[config.mk]
export PLATFORM = sky130hd
export DESIGN_NAME = fspr_regs
export DESIGN_NICKNAME = d
export VERILOG_FILES = /design/src/logic/fspr_pkg.sv /design/src/logic/fspr_regs.sv
export VERILOG_INCLUDE_DIRS = /design/src /design/src/logic
export SDC_FILE = /design/constraint.sdc
export NUM_CORES = 1
export LEC_CHECK = 0
export BUFFER_PORTS_ARGS = -buffer_cell sky130_fd_sc_hd__buf_4
export CAP_MARGIN = 40
export CORE_UTILIZATION = 33
export CTS_CLUSTER_DIAMETER = 50
export CTS_CLUSTER_SIZE = 8
export DETAILED_ROUTE_END_ITERATION = 8
export GPL_ROUTABILITY_DRIVEN = 0
export PLACE_DENSITY_LB_ADDON = 0.08
export SYNTH_ARGS = -nofsm -noshare
export SYNTH_HDL_FRONTEND = slang
export SYNTH_SLANG_ARGS = --single-unit
[constraint.sdc]
create_clock -name clk -period 1.5 [get_ports clk]
set_input_delay 0.075 -clock clk [delete_from_list [all_inputs] [get_ports clk]]
set_output_delay 0.075 -clock clk [all_outputs]
set_load 0.005 [all_outputs]
[src/logic/fspr_consts.svh]
`ifndef FSPR_CONSTS_SVH
`define FSPR_CONSTS_SVH

// Register offsets in configuration space
`define FSPR_OFF_ROLE     8'h68
`define FSPR_OFF_AUX      8'h6c
`define FSPR_OFF_TIMER    8'h70
`define FSPR_OFF_POLICY   8'h74

// Reset values
`define FSPR_RST_ROLE     32'h04001060
`define FSPR_RST_AUX      32'h04000800
`define FSPR_RST_TIMER    32'h80000000
`define FSPR_RST_POLICY   32'h0a730102

// Bits that configuration writes may change
`define FSPR_WMASK_ROLE   32'hffffffff
`define FSPR_WMASK_AUX    32'hffffffff
`define FSPR_WMASK_TIMER  32'h7fff1fff
`define FSPR_WMASK_POLICY 32'h00003f7f

// Bits that the default loader may change
`define FSPR_LMASK_ROLE   32'h00006000
`define FSPR_LMASK_TIMER  32'hffff7fff
`define FSPR_LMASK_POLICY 32'h7fffffff

// Field positions
`define FSPR_B_ROLE_EN    1
`define FSPR_B_HOT_SUPP   2
`define FSPR_B_ROLE_DN    3
`define FSPR_B_RPL_EN     12
`define FSPR_B_ACK_EN     30
`define FSPR_B_VGA        31
`define FSPR_B_SF         0
`define FSPR_B_ARB        3
`define FSPR_B_CREDIT     4
`define FSPR_B_ORD_EGR    5
`define FSPR_B_ORD_TAG    6
`define FSPR_B_NP_SF      7

// Internal timer values in symbol times, indexed by link width
`define FSPR_ACK_X1       14'd237
`define FSPR_ACK_X2       14'd128
`define FSPR_ACK_X4       14'd73
`define FSPR_ACK_X8       14'd67
`define FSPR_ACK_X12      14'd58
`define FSPR_RPL_X1       12'd711
`define FSPR_RPL_X2       12'd384
`define FSPR_RPL_X4       12'd219
`define FSPR_RPL_X8       12'd201
`define FSPR_RPL_X12      12'd174

`endif

[src/logic/fspr_pkg.sv]
package fspr_pkg;

  typedef struct packed {
    logic        wr;
    logic        rd;
    logic [7:0]  addr;
    logic [3:0]  be;
    logic [31:0] wdata;
  } fspr_cfg_req_t;

  typedef struct packed {
    logic        valid;
    logic [7:0]  addr;
    logic [31:0] data;
  } fspr_load_t;

  typedef struct packed {
    logic       store_forward;
    logic [1:0] ct_threshold;
    logic       arb_hold;
    logic       credit_all;
    logic       order_egress;
    logic       order_cpl_tag;
    logic       np_store_forward;
  } fspr_policy_t;

endpackage : fspr_pkg

[src/logic/fspr_regs.sv]
`timescale 1ns/10ps
`default_nettype none
`include "fspr_consts.svh"
// Notes on behaviour
// RULE_01 - Role changes apply only while role-change permission is set.
// RULE_02 - Role select one means downstream port, zero means upstream port.
// RULE_03 - Upstream link loss fires hot reset downstream unless suppressed.
// RULE_04 - Role register bits 14:13 accept defaults from the EEPROM loader.
// RULE_05 - Twelve-bit user replay timeout in bits 11:0, zero at reset.
// RULE_06 - Replay override enable selects the user replay timeout.
// RULE_07 - Fourteen-bit user ack latency in bits 29:16, zero at reset.
// RULE_08 - Ack override enable selects the user ack latency.
// RULE_09 - Bit 0 set means store-and-forward, clear means cut-through.
// RULE_10 - Threshold 00 at midpoint, else 1-3 cycles earlier; resets to 01.
// RULE_11 - Arbitration bit set keeps the grant while request pends.
// RULE_12 - Arbitration bit clear moves only to ports with enough credit.
// RULE_13 - Credit mode set releases all types together, else per type.
// RULE_14 - Bit 5 set orders packets across different egress ports.
// RULE_15 - Bit 6 set orders completions with different tags.
// RULE_16 - Read-only bit 7 set forces store-and-forward for non-posted.
// RULE_17 - Timer and policy defaults loadable by serial loader or reset.
// RULE_18 - Read-only VGA decode enable in bit 31, resets to one.
// RULE_19 - Without override, timers come from negotiated width and speed; the code uses link_width only and ignores link_gen2.
module fspr_regs (
  input  wire logic                  clk,
  input  wire logic                  reset_n,
  input  wire fspr_pkg::fspr_cfg_req_t cfg_req,
  output var  logic [31:0]           cfg_rdata,
  output var  logic                  cfg_rvalid,
  input  wire fspr_pkg::fspr_load_t  load,
  input  wire logic                  up_link_down,
  input  wire logic [3:0]            link_width,
  input  wire logic                  link_gen2,
  output var  logic                  role_downstream,
  output var  logic                  hot_reset_fire,
  output var  logic                  vga_decode_en,
  output var  logic [11:0]           replay_timeout,
  output var  logic [13:0]           ack_latency,
  output var  fspr_pkg::fspr_policy_t policy
);
  import fspr_pkg::*;

  logic [31:0]  role_q,   role_d;
  logic [31:0]  aux_q,    aux_d;
  logic [31:0]  timer_q,  timer_d;
  logic [31:0]  pol_q,    pol_d;
  logic [31:0]  rdata_q,  rdata_d;
  logic         rvalid_q, rvalid_d;
  logic         dn_q,     dn_d;
  logic         hot_q,    hot_d;
  logic [11:0]  rpl_q,    rpl_d;
  logic [13:0]  ack_q,    ack_d;
  fspr_policy_t polo_q,   polo_d;
  logic [2:0]   ld_sync_q;
  logic         ld_filt_q, ld_filt_d;

  function automatic logic [31:0] be_mask(input logic [3:0] be);
    logic [31:0] m;
    m = '0;
    for (int i = 0; i < 4; i++) begin
      m[i*8 +: 8] = {8{be[i]}};
    end
    return m;
  endfunction : be_mask

  function automatic logic [31:0] merge(input logic [31:0] old_v,
                                        input logic [31:0] new_v,
                                        input logic [31:0] mask);
    return (old_v & ~mask) | (new_v & mask);
  endfunction : merge

  // Wider links need fewer symbol times; link_gen2 does not enter either table here
  function automatic logic [13:0] int_ack(input logic [3:0] w);
    logic [13:0] v;
    unique case (w)
      4'h1:    v = `FSPR_ACK_X1;
      4'h2:    v = `FSPR_ACK_X2;
      4'h4:    v = `FSPR_ACK_X4;
      4'h8:    v = `FSPR_ACK_X8;
      4'hc:    v = `FSPR_ACK_X12;
      default: v = `FSPR_ACK_X1;
    endcase
    return v;
  endfunction : int_ack

  function automatic logic [11:0] int_rpl(input logic [3:0] w);
    logic [11:0] v;
    unique case (w)
      4'h1:    v = `FSPR_RPL_X1;
      4'h2:    v = `FSPR_RPL_X2;
      4'h4:    v = `FSPR_RPL_X4;
      4'h8:    v = `FSPR_RPL_X8;
      4'hc:    v = `FSPR_RPL_X12;
      default: v = `FSPR_RPL_X1;
    endcase
    return v;
  endfunction : int_rpl

  // Register file: loader applied first so a same-cycle host write wins
  always_comb begin
    logic [31:0] wm;
    wm      = be_mask(cfg_req.be);
    role_d  = role_q;
    aux_d   = aux_q;
    timer_d = timer_q;
    pol_d   = pol_q;
    if (load.valid) begin
      unique case (load.addr)
        `FSPR_OFF_ROLE:   role_d  = merge(role_d, load.data,
                                          `FSPR_LMASK_ROLE); // RULE_04
        `FSPR_OFF_TIMER:  timer_d = merge(timer_d, load.data,
                                          `FSPR_LMASK_TIMER); // RULE_17
        `FSPR_OFF_POLICY: pol_d   = merge(pol_d, load.data,
                                          `FSPR_LMASK_POLICY); // RULE_17
        default: ;
      endcase
    end
    if (cfg_req.wr) begin
      unique case (cfg_req.addr)
        `FSPR_OFF_ROLE:   role_d  = merge(role_d, cfg_req.wdata,
                                          wm & `FSPR_WMASK_ROLE);
        `FSPR_OFF_AUX:    aux_d   = merge(aux_d, cfg_req.wdata,
                                          wm & `FSPR_WMASK_AUX);
        `FSPR_OFF_TIMER:  timer_d = merge(timer_d, cfg_req.wdata,
                                          wm & `FSPR_WMASK_TIMER); // RULE_05
        `FSPR_OFF_POLICY: pol_d   = merge(pol_d, cfg_req.wdata,
                                          wm & `FSPR_WMASK_POLICY);
        default: ;
      endcase
    end
    rvalid_d = cfg_req.rd;
    rdata_d  = '0;
    if (cfg_req.rd) begin
      unique case (cfg_req.addr)
        `FSPR_OFF_ROLE:   rdata_d = role_q;
        `FSPR_OFF_AUX:    rdata_d = aux_q;
        `FSPR_OFF_TIMER:  rdata_d = timer_q;
        `FSPR_OFF_POLICY: rdata_d = pol_q;
        default:          rdata_d = '0;
      endcase
    end
  end

  always_ff @(posedge clk) begin
    if (!reset_n) begin
      role_q   <= `FSPR_RST_ROLE;
      aux_q    <= `FSPR_RST_AUX;
      timer_q  <= `FSPR_RST_TIMER; // RULE_18
      pol_q    <= `FSPR_RST_POLICY; // RULE_10
      rdata_q  <= '0;
      rvalid_q <= 1'b0;
    end else begin
      role_q   <= role_d;
      aux_q    <= aux_d;
      timer_q  <= timer_d;
      pol_q    <= pol_d;
      rdata_q  <= rdata_d;
      rvalid_q <= rvalid_d;
    end
  end

  // Link-down pin synchroniser; glitches shorter than two cycles are dropped
  always_comb begin
    ld_filt_d = ld_filt_q;
    if (ld_sync_q[1] == ld_sync_q[2]) begin
      ld_filt_d = ld_sync_q[2];
    end
  end

  always_ff @(posedge clk) begin
    if (!reset_n) begin
      ld_sync_q <= '0;
      ld_filt_q <= 1'b0;
    end else begin
      ld_sync_q <= {ld_sync_q[1:0], up_link_down};
      ld_filt_q <= ld_filt_d;
    end
  end

  // Effective controls seen by the switch core
  always_comb begin
    dn_d = dn_q;
    if (role_q[`FSPR_B_ROLE_EN]) begin // RULE_01
      dn_d = role_q[`FSPR_B_ROLE_DN]; // RULE_02
    end
    hot_d = ld_filt_q && !dn_q && !role_q[`FSPR_B_HOT_SUPP]; // RULE_03
    if (timer_q[`FSPR_B_RPL_EN]) begin // RULE_06
      rpl_d = timer_q[11:0];
    end else begin
      rpl_d = int_rpl(link_width); // RULE_19
    end
    if (timer_q[`FSPR_B_ACK_EN]) begin // RULE_08
      ack_d = timer_q[29:16]; // RULE_07
    end else begin
      ack_d = int_ack(link_width); // RULE_19
    end
    polo_d.store_forward    = pol_q[`FSPR_B_SF]; // RULE_09
    polo_d.ct_threshold     = pol_q[2:1]; // RULE_10
    polo_d.arb_hold         = pol_q[`FSPR_B_ARB]; // RULE_11 RULE_12
    polo_d.credit_all       = pol_q[`FSPR_B_CREDIT]; // RULE_13
    polo_d.order_egress     = pol_q[`FSPR_B_ORD_EGR]; // RULE_14
    polo_d.order_cpl_tag    = pol_q[`FSPR_B_ORD_TAG]; // RULE_15
    polo_d.np_store_forward = pol_q[`FSPR_B_NP_SF]; // RULE_16
  end

  // Speed input is reserved for per-rate tables; symbol counts match
  logic unused_speed;
  assign unused_speed = link_gen2;

  always_ff @(posedge clk) begin
    if (!reset_n) begin
      dn_q   <= 1'b0;
      hot_q  <= 1'b0;
      rpl_q  <= `FSPR_RPL_X1;
      ack_q  <= `FSPR_ACK_X1;
      polo_q <= '0;
    end else begin
      dn_q   <= dn_d;
      hot_q  <= hot_d;
      rpl_q  <= rpl_d;
      ack_q  <= ack_d;
      polo_q <= polo_d;
    end
  end

  assign cfg_rdata       = rdata_q;
  assign cfg_rvalid      = rvalid_q;
  assign role_downstream = dn_q;
  assign hot_reset_fire  = hot_q;
  assign vga_decode_en   = timer_q[`FSPR_B_VGA];
  assign replay_timeout  = rpl_q;
  assign ack_latency     = ack_q;
  assign policy          = polo_q;
endmodule : fspr_regs
`default_nettype wire

* Yosys cells after proc, flatten, opt, wreduce, memory -nomap -nowiden
Index checks and enable logic that the tools add are counted.
** Operators by class
- Muxes and demuxes :: 17
- Bitwise gates (word level) :: 17
- Reductions and logical operators :: 6
- Eq/ne operators :: 12
** Operators by type and width (number)
- 32-bit 2-to-1 mux :: 12
- 32-bit bitwise AND :: 5
- 32-bit bitwise OR :: 4
- 32-bit case mux with 4 select lines :: 1
- 8-bit by 7-bit == test with 1-bit output, second input constant :: 7
- 10-bit case mux with 4 select lines :: 1
- 32-bit by 14-bit bitwise AND with 32-bit output :: 1
- 32-bit by 31-bit bitwise AND with 32-bit output :: 1
- 14-bit inverter with 32-bit output :: 1
- 31-bit inverter with 32-bit output :: 1
- 32-bit inverter :: 1
- 16-bit by 32-bit bitwise OR with 32-bit output :: 1
- 32-bit by 15-bit bitwise OR with 32-bit output :: 1
- 32-bit by 31-bit bitwise OR with 32-bit output :: 1
- 8-bit case mux with 4 select lines :: 1
- 14-bit 2-to-1 mux :: 1
- 12-bit 2-to-1 mux :: 1
- 4-bit == test, second input constant :: 2
- 4-bit by 2-bit == test with 1-bit output, second input constant :: 1
- 4-bit by 3-bit == test with 1-bit output, second input constant :: 1
- 2-bit AND reduction :: 2
- 1-bit logical AND :: 2
- 1-bit zero test :: 2
- 1-bit == test :: 1
** Word-level totals
- Input port bits :: 95
- Output and inout bits :: 70
- Logic and storage cells :: 71
- Register bits after elaboration :: 201

* Depth between registers and ports, before layout
- Word-level depth :: 7
- Depth in mapped cells :: 7
- Gate-level depth less buffers :: 4

* Worst setup path after synthesis
Ideal clock, no wire load.
- Kind :: input to register
- Start :: input cfg_req[43] (netlist bit)
- End :: register timer_q[6]
- Path buffers :: 3
- Data required time :: 1.364 ns
- Stages :: 7
- Setup time :: 0.136 ns
- Arrival :: 1.284 ns
- Path slack :: 0.081 ns
- Cell sequence :: and3b_1 clkbuf_1 buf_2 nand4_1 clkbuf_1 o21ai_0 a31oi_1
** Between the ends
- Word-level cells in the longest chain between the ends :: 3
** RTL lines
- start, declared :: RTL line fspr_regs.sv:27 : input wire fspr_pkg::fspr_cfg_req_t cfg_req,
- 8-bit by 7-bit == test with 1-bit output :: RTL line fspr_regs.sv:119 : unique case (cfg_req.addr)
- 32-bit 2-to-1 mux :: RTL line fspr_regs.sv:119
- 32-bit 2-to-1 mux :: RTL line fspr_regs.sv:118 : if (cfg_req.wr) begin
- end signal, assigned :: RTL line fspr_regs.sv:148 : timer_q <= `FSPR_RST_TIMER;
- end signal, assigned :: RTL line fspr_regs.sv:155 : timer_q <= timer_d;
- end, declared :: RTL line fspr_regs.sv:45 : logic [31:0] timer_q, timer_d;
No other way between the ends.
A chain may end at the register's enable or synchronous reset.

* Worst setup path in the final report
- Start :: register timer_q[12]
- End :: register rpl_q[2] (netlist: replay_timeout[2])
** Between the ends
- Word-level cells in the longest chain between the ends :: 1
** RTL lines
- 12-bit 2-to-1 mux :: RTL line fspr_regs.sv:187 : if (timer_q[`FSPR_B_RPL_EN]) begin
- end signal, assigned :: RTL line fspr_regs.sv:214 : rpl_q <= `FSPR_RPL_X1;
- end signal, assigned :: RTL line fspr_regs.sv:220 : rpl_q <= rpl_d;
- end, declared :: RTL line fspr_regs.sv:51 : logic [11:0] rpl_q, rpl_d;
No other way between the ends.

==> reports/metrics.csv <==
stage;metric;value;unit
run_status;status;finished, final reports clean;
routing;drtAntennaViolNets;0;
setup_path;crit_slowest_cell;dfxtp_1;
routing;drtPass1Iterations;5;
synth;synth_flop_cell;dfxtp_1;
placement;hpwl;16.5;mm
global_route;antenna_found_initial;0;
synth;synthMuxAreaShare;0.164;
pwr;pwr_density_cell;934;mW/mm^2
setup_path;startpoint;timer_q[12];
min_path;min_from;link_width[1];
clock_network;htreeDepth;4;
cells_and_area;area_growth;39.9;%
synth;syn_inst;871;
timing;timing.setup.tns;0;ns
routing;routed_wl;25.1;mm
routing;drtIter0Drc;396;
pwr;seqPwrFrac;0.493;
setup_path;end_kind;flip-flop;
placement;numPortBuffers;163;
pwr;p_sw_frac;0.244;
synth;synthArstFlopShare;0;
cells_and_area;fillers;2399;
setup_path;cp.required;1.81;ns
run;drv_cap;0;
floorplanning;start_util;0.338;
global_route;grt_start_max_net_pins;86;
timing;period_share;0.869;
pwr;leakagePower;5.02;nW
synth;synth-simple-area-share;0.199;
floorplanning;dieArea;0.0257;sq mm
setup_path;critPathKind;reg -> reg;
setup_path;cp_top_family;flip-flops;
setup_path;r2r_setup_slack;0.20;ns
timing;fin_skew;0.0122;ns
floorplanning;fp.dieH;160;um
routing;wl_per_cell;17.4;um
timing;worst_pin_slew;0.569;ns
floorplanning;dieWidth;160;um
pwr;vdd_drop_max;0.542;mV
timing;drv_slew;0;
synth;synth_edf_count;0;
min_path;worstHoldPathType;in -> reg;
routing;route.detailed.drc;0;
synth;ys_warn_count;0;
setup_path;slowest_delay;0.68;ns
synth;synth_top_family_by_area;simple AND/OR/NAND/NOR gates;
pwr;switching_power;2.64;mW
cells_and_area;design_area;0.0115;sq mm
clock_network;cts_resized;0;
clock_network;clk_latency;0.44;ns
synth;ys_seq_area_frac;0.482;
setup_path;cp.arrival;1.61;ns
floorplanning;placementRows;57;
routing;vias_per_cell;4.81;
timing;rsz0062_at_grt;false;
clock_network;clk_pin_slew;0.08;ns
synth;synth_compound_area_frac;0.118;
synth;syn_area;0.00826;sq mm
global_route;grt_pass1_wl;39.3;mm
cells_and_area;n_antenna_cell;0;
timing;slew_headroom;0.620;
placement;placed_cell_area;0.0103;sq mm
synth;synth.distinct_cells;40;
cells_and_area;nNetsFinal;1205;
timing;setup_viol;0;
cells_and_area;drive_gt1_frac;0.277;
clock_network;cts_tree;built;
synth;synthAdderAreaFrac;0;
floorplanning;core;0.0245;sq mm
global_route;grt_pass1_vias;6931;
clock_network;clk_path_buf_depth;2;
synth;synth_fp_nets;966;
clock_network;cts-root-buf;clkbuf_16;
global_route;grt_util_all_layers;0.200;
timing;finalHoldViolations;0;
clock_network;cts_buffers;17;
setup_path;crit_fanout;13;
floorplanning;io_pins;165;
synth;synth.avg_cell_area;9.48;sq um
cells_and_area;layout_commonest_cell;dfxtp_1;
synth;ys_ff_latch;199;
pwr;intPower;8.15;mW
timing;period_needed;1.30;ns
clock_network;cts.sinks;199;
setup_path;worstReg2RegStart;timer_q[12];
cells_and_area;final_cell_mix;dfxtp_1, buf_4, nand2_1;
timing;max_freq;0.767;GHz
pwr;pwr-share-clk;0.431;
setup_path;worst-path-buf-inv;1;
cells_and_area;final_util;0.472;
setup_path;crit_chain;buf_4, mux2i_1, nand2_1;
pwr;share_comb_of_total_power;0.077;
setup_path;start_kind;flip-flop;
routing;vias;6963;
global_route;gr-total-overflow;0;
pwr;finalPower;10.8;mW
synth;synth-xor-area-share;0.00212;
## worst reg2reg max path, cell delays in order (launching register included)
cell,delay (ns)
dfxtp_1,0.68
buf_4,0.25
mux2i_1,0.18
nand2_1,0.07
## power by group through the flow
stage                     registers, mW  logic, mW  clock network [mW]
final                              5.31      0.827                4.64
after global routing               5.32      0.893                5.01
after CTS                          5.31      0.831                4.78
after detailed placement           5.44      0.686                   0
after global placement             5.44      0.690                   0
after floorplan                    5.44      0.270                   0
## synthesized netlist by cell type, drive strengths merged (5+ instances only)
cell type / instances / area [sq um]
a21boi: 16 / 120
a21o: 5 / 37.5
a22oi: 26 / 195
a31oi: 41 / 257
and2: 19 / 119
and3: 10 / 62.6
buf: 21 / 104
clkbuf: 40 / 150
dfxtp: 199 / 3980
inv: 7 / 26.3
mux2: 51 / 574
mux2i: 78 / 781
nand2: 143 / 537
nand3: 15 / 75.1
nand4: 19 / 169
nor2: 34 / 128
nor2b: 60 / 375
o21ai: 53 / 265
## metal layers
metal / track usage / vias to the layer above / routed length [um]
li1: - / 3513 / -
met1: 0.280 / 3271 / 12700
met2: 0.317 / 167 / 11300
met3: 0.0382 / 12 / 1030
met4: 0.0424 / 0 / 145
met5: 0 / - / 0
## final timing paths
| check | depth (start not counted) | endpoint |
|---|---|---|
| max | 3 | replay_timeout[2] |
| min | 4 | ack_latency[1] |
| max reg2reg | 3 | replay_timeout[2] |
| min reg2reg | 1 | ld_sync_q[1] |
## logic make-up (layout without fill, tap and decap cells)
group,Yosys count,in the layout
DFF,199,199
and+or+nand+nor,318,318
xor gates and xnor gates,2,2
muxes,129,129
AOI/OAI and AO/OA,155,155
buffers and inverters,68,320
## timing repair
| action | 4_1_cts | 5_1_grt |
|---|---|---|
| hold endpoints to repair | 129 | 0 |
| hold buffers | 68 | 0 |
| buffers inserted | 0 | 0 |
## stage by stage
stage	setup WS [ns]	cells	hold WS, ns
detailed placement	-0.140	1347	0.289
global route	0.140	1447	0.0471
floorplan	0.0806	871	0.187
global placement	-0.105	1347	0.285
finish	0.197	1447	0.0407
CTS	0.209	1447	0.0142
## final cells by class
class / instances / area, sq um / share of cell area
Inverter: 7 / 26.3 / 0.00228
Clock inverter: 14 / 161 / 0.0140
Sequential cell: 199 / 3980 / 0.345
Timing Repair Buffer: 281 / 2530 / 0.219
Tap cell: 324 / 405 / 0.0351
Multi-Input combinational cell: 604 / 4010 / 0.347
Clock buffer: 18 / 429 / 0.0372
No activity file was read; power rests on OpenSTA's default activity.
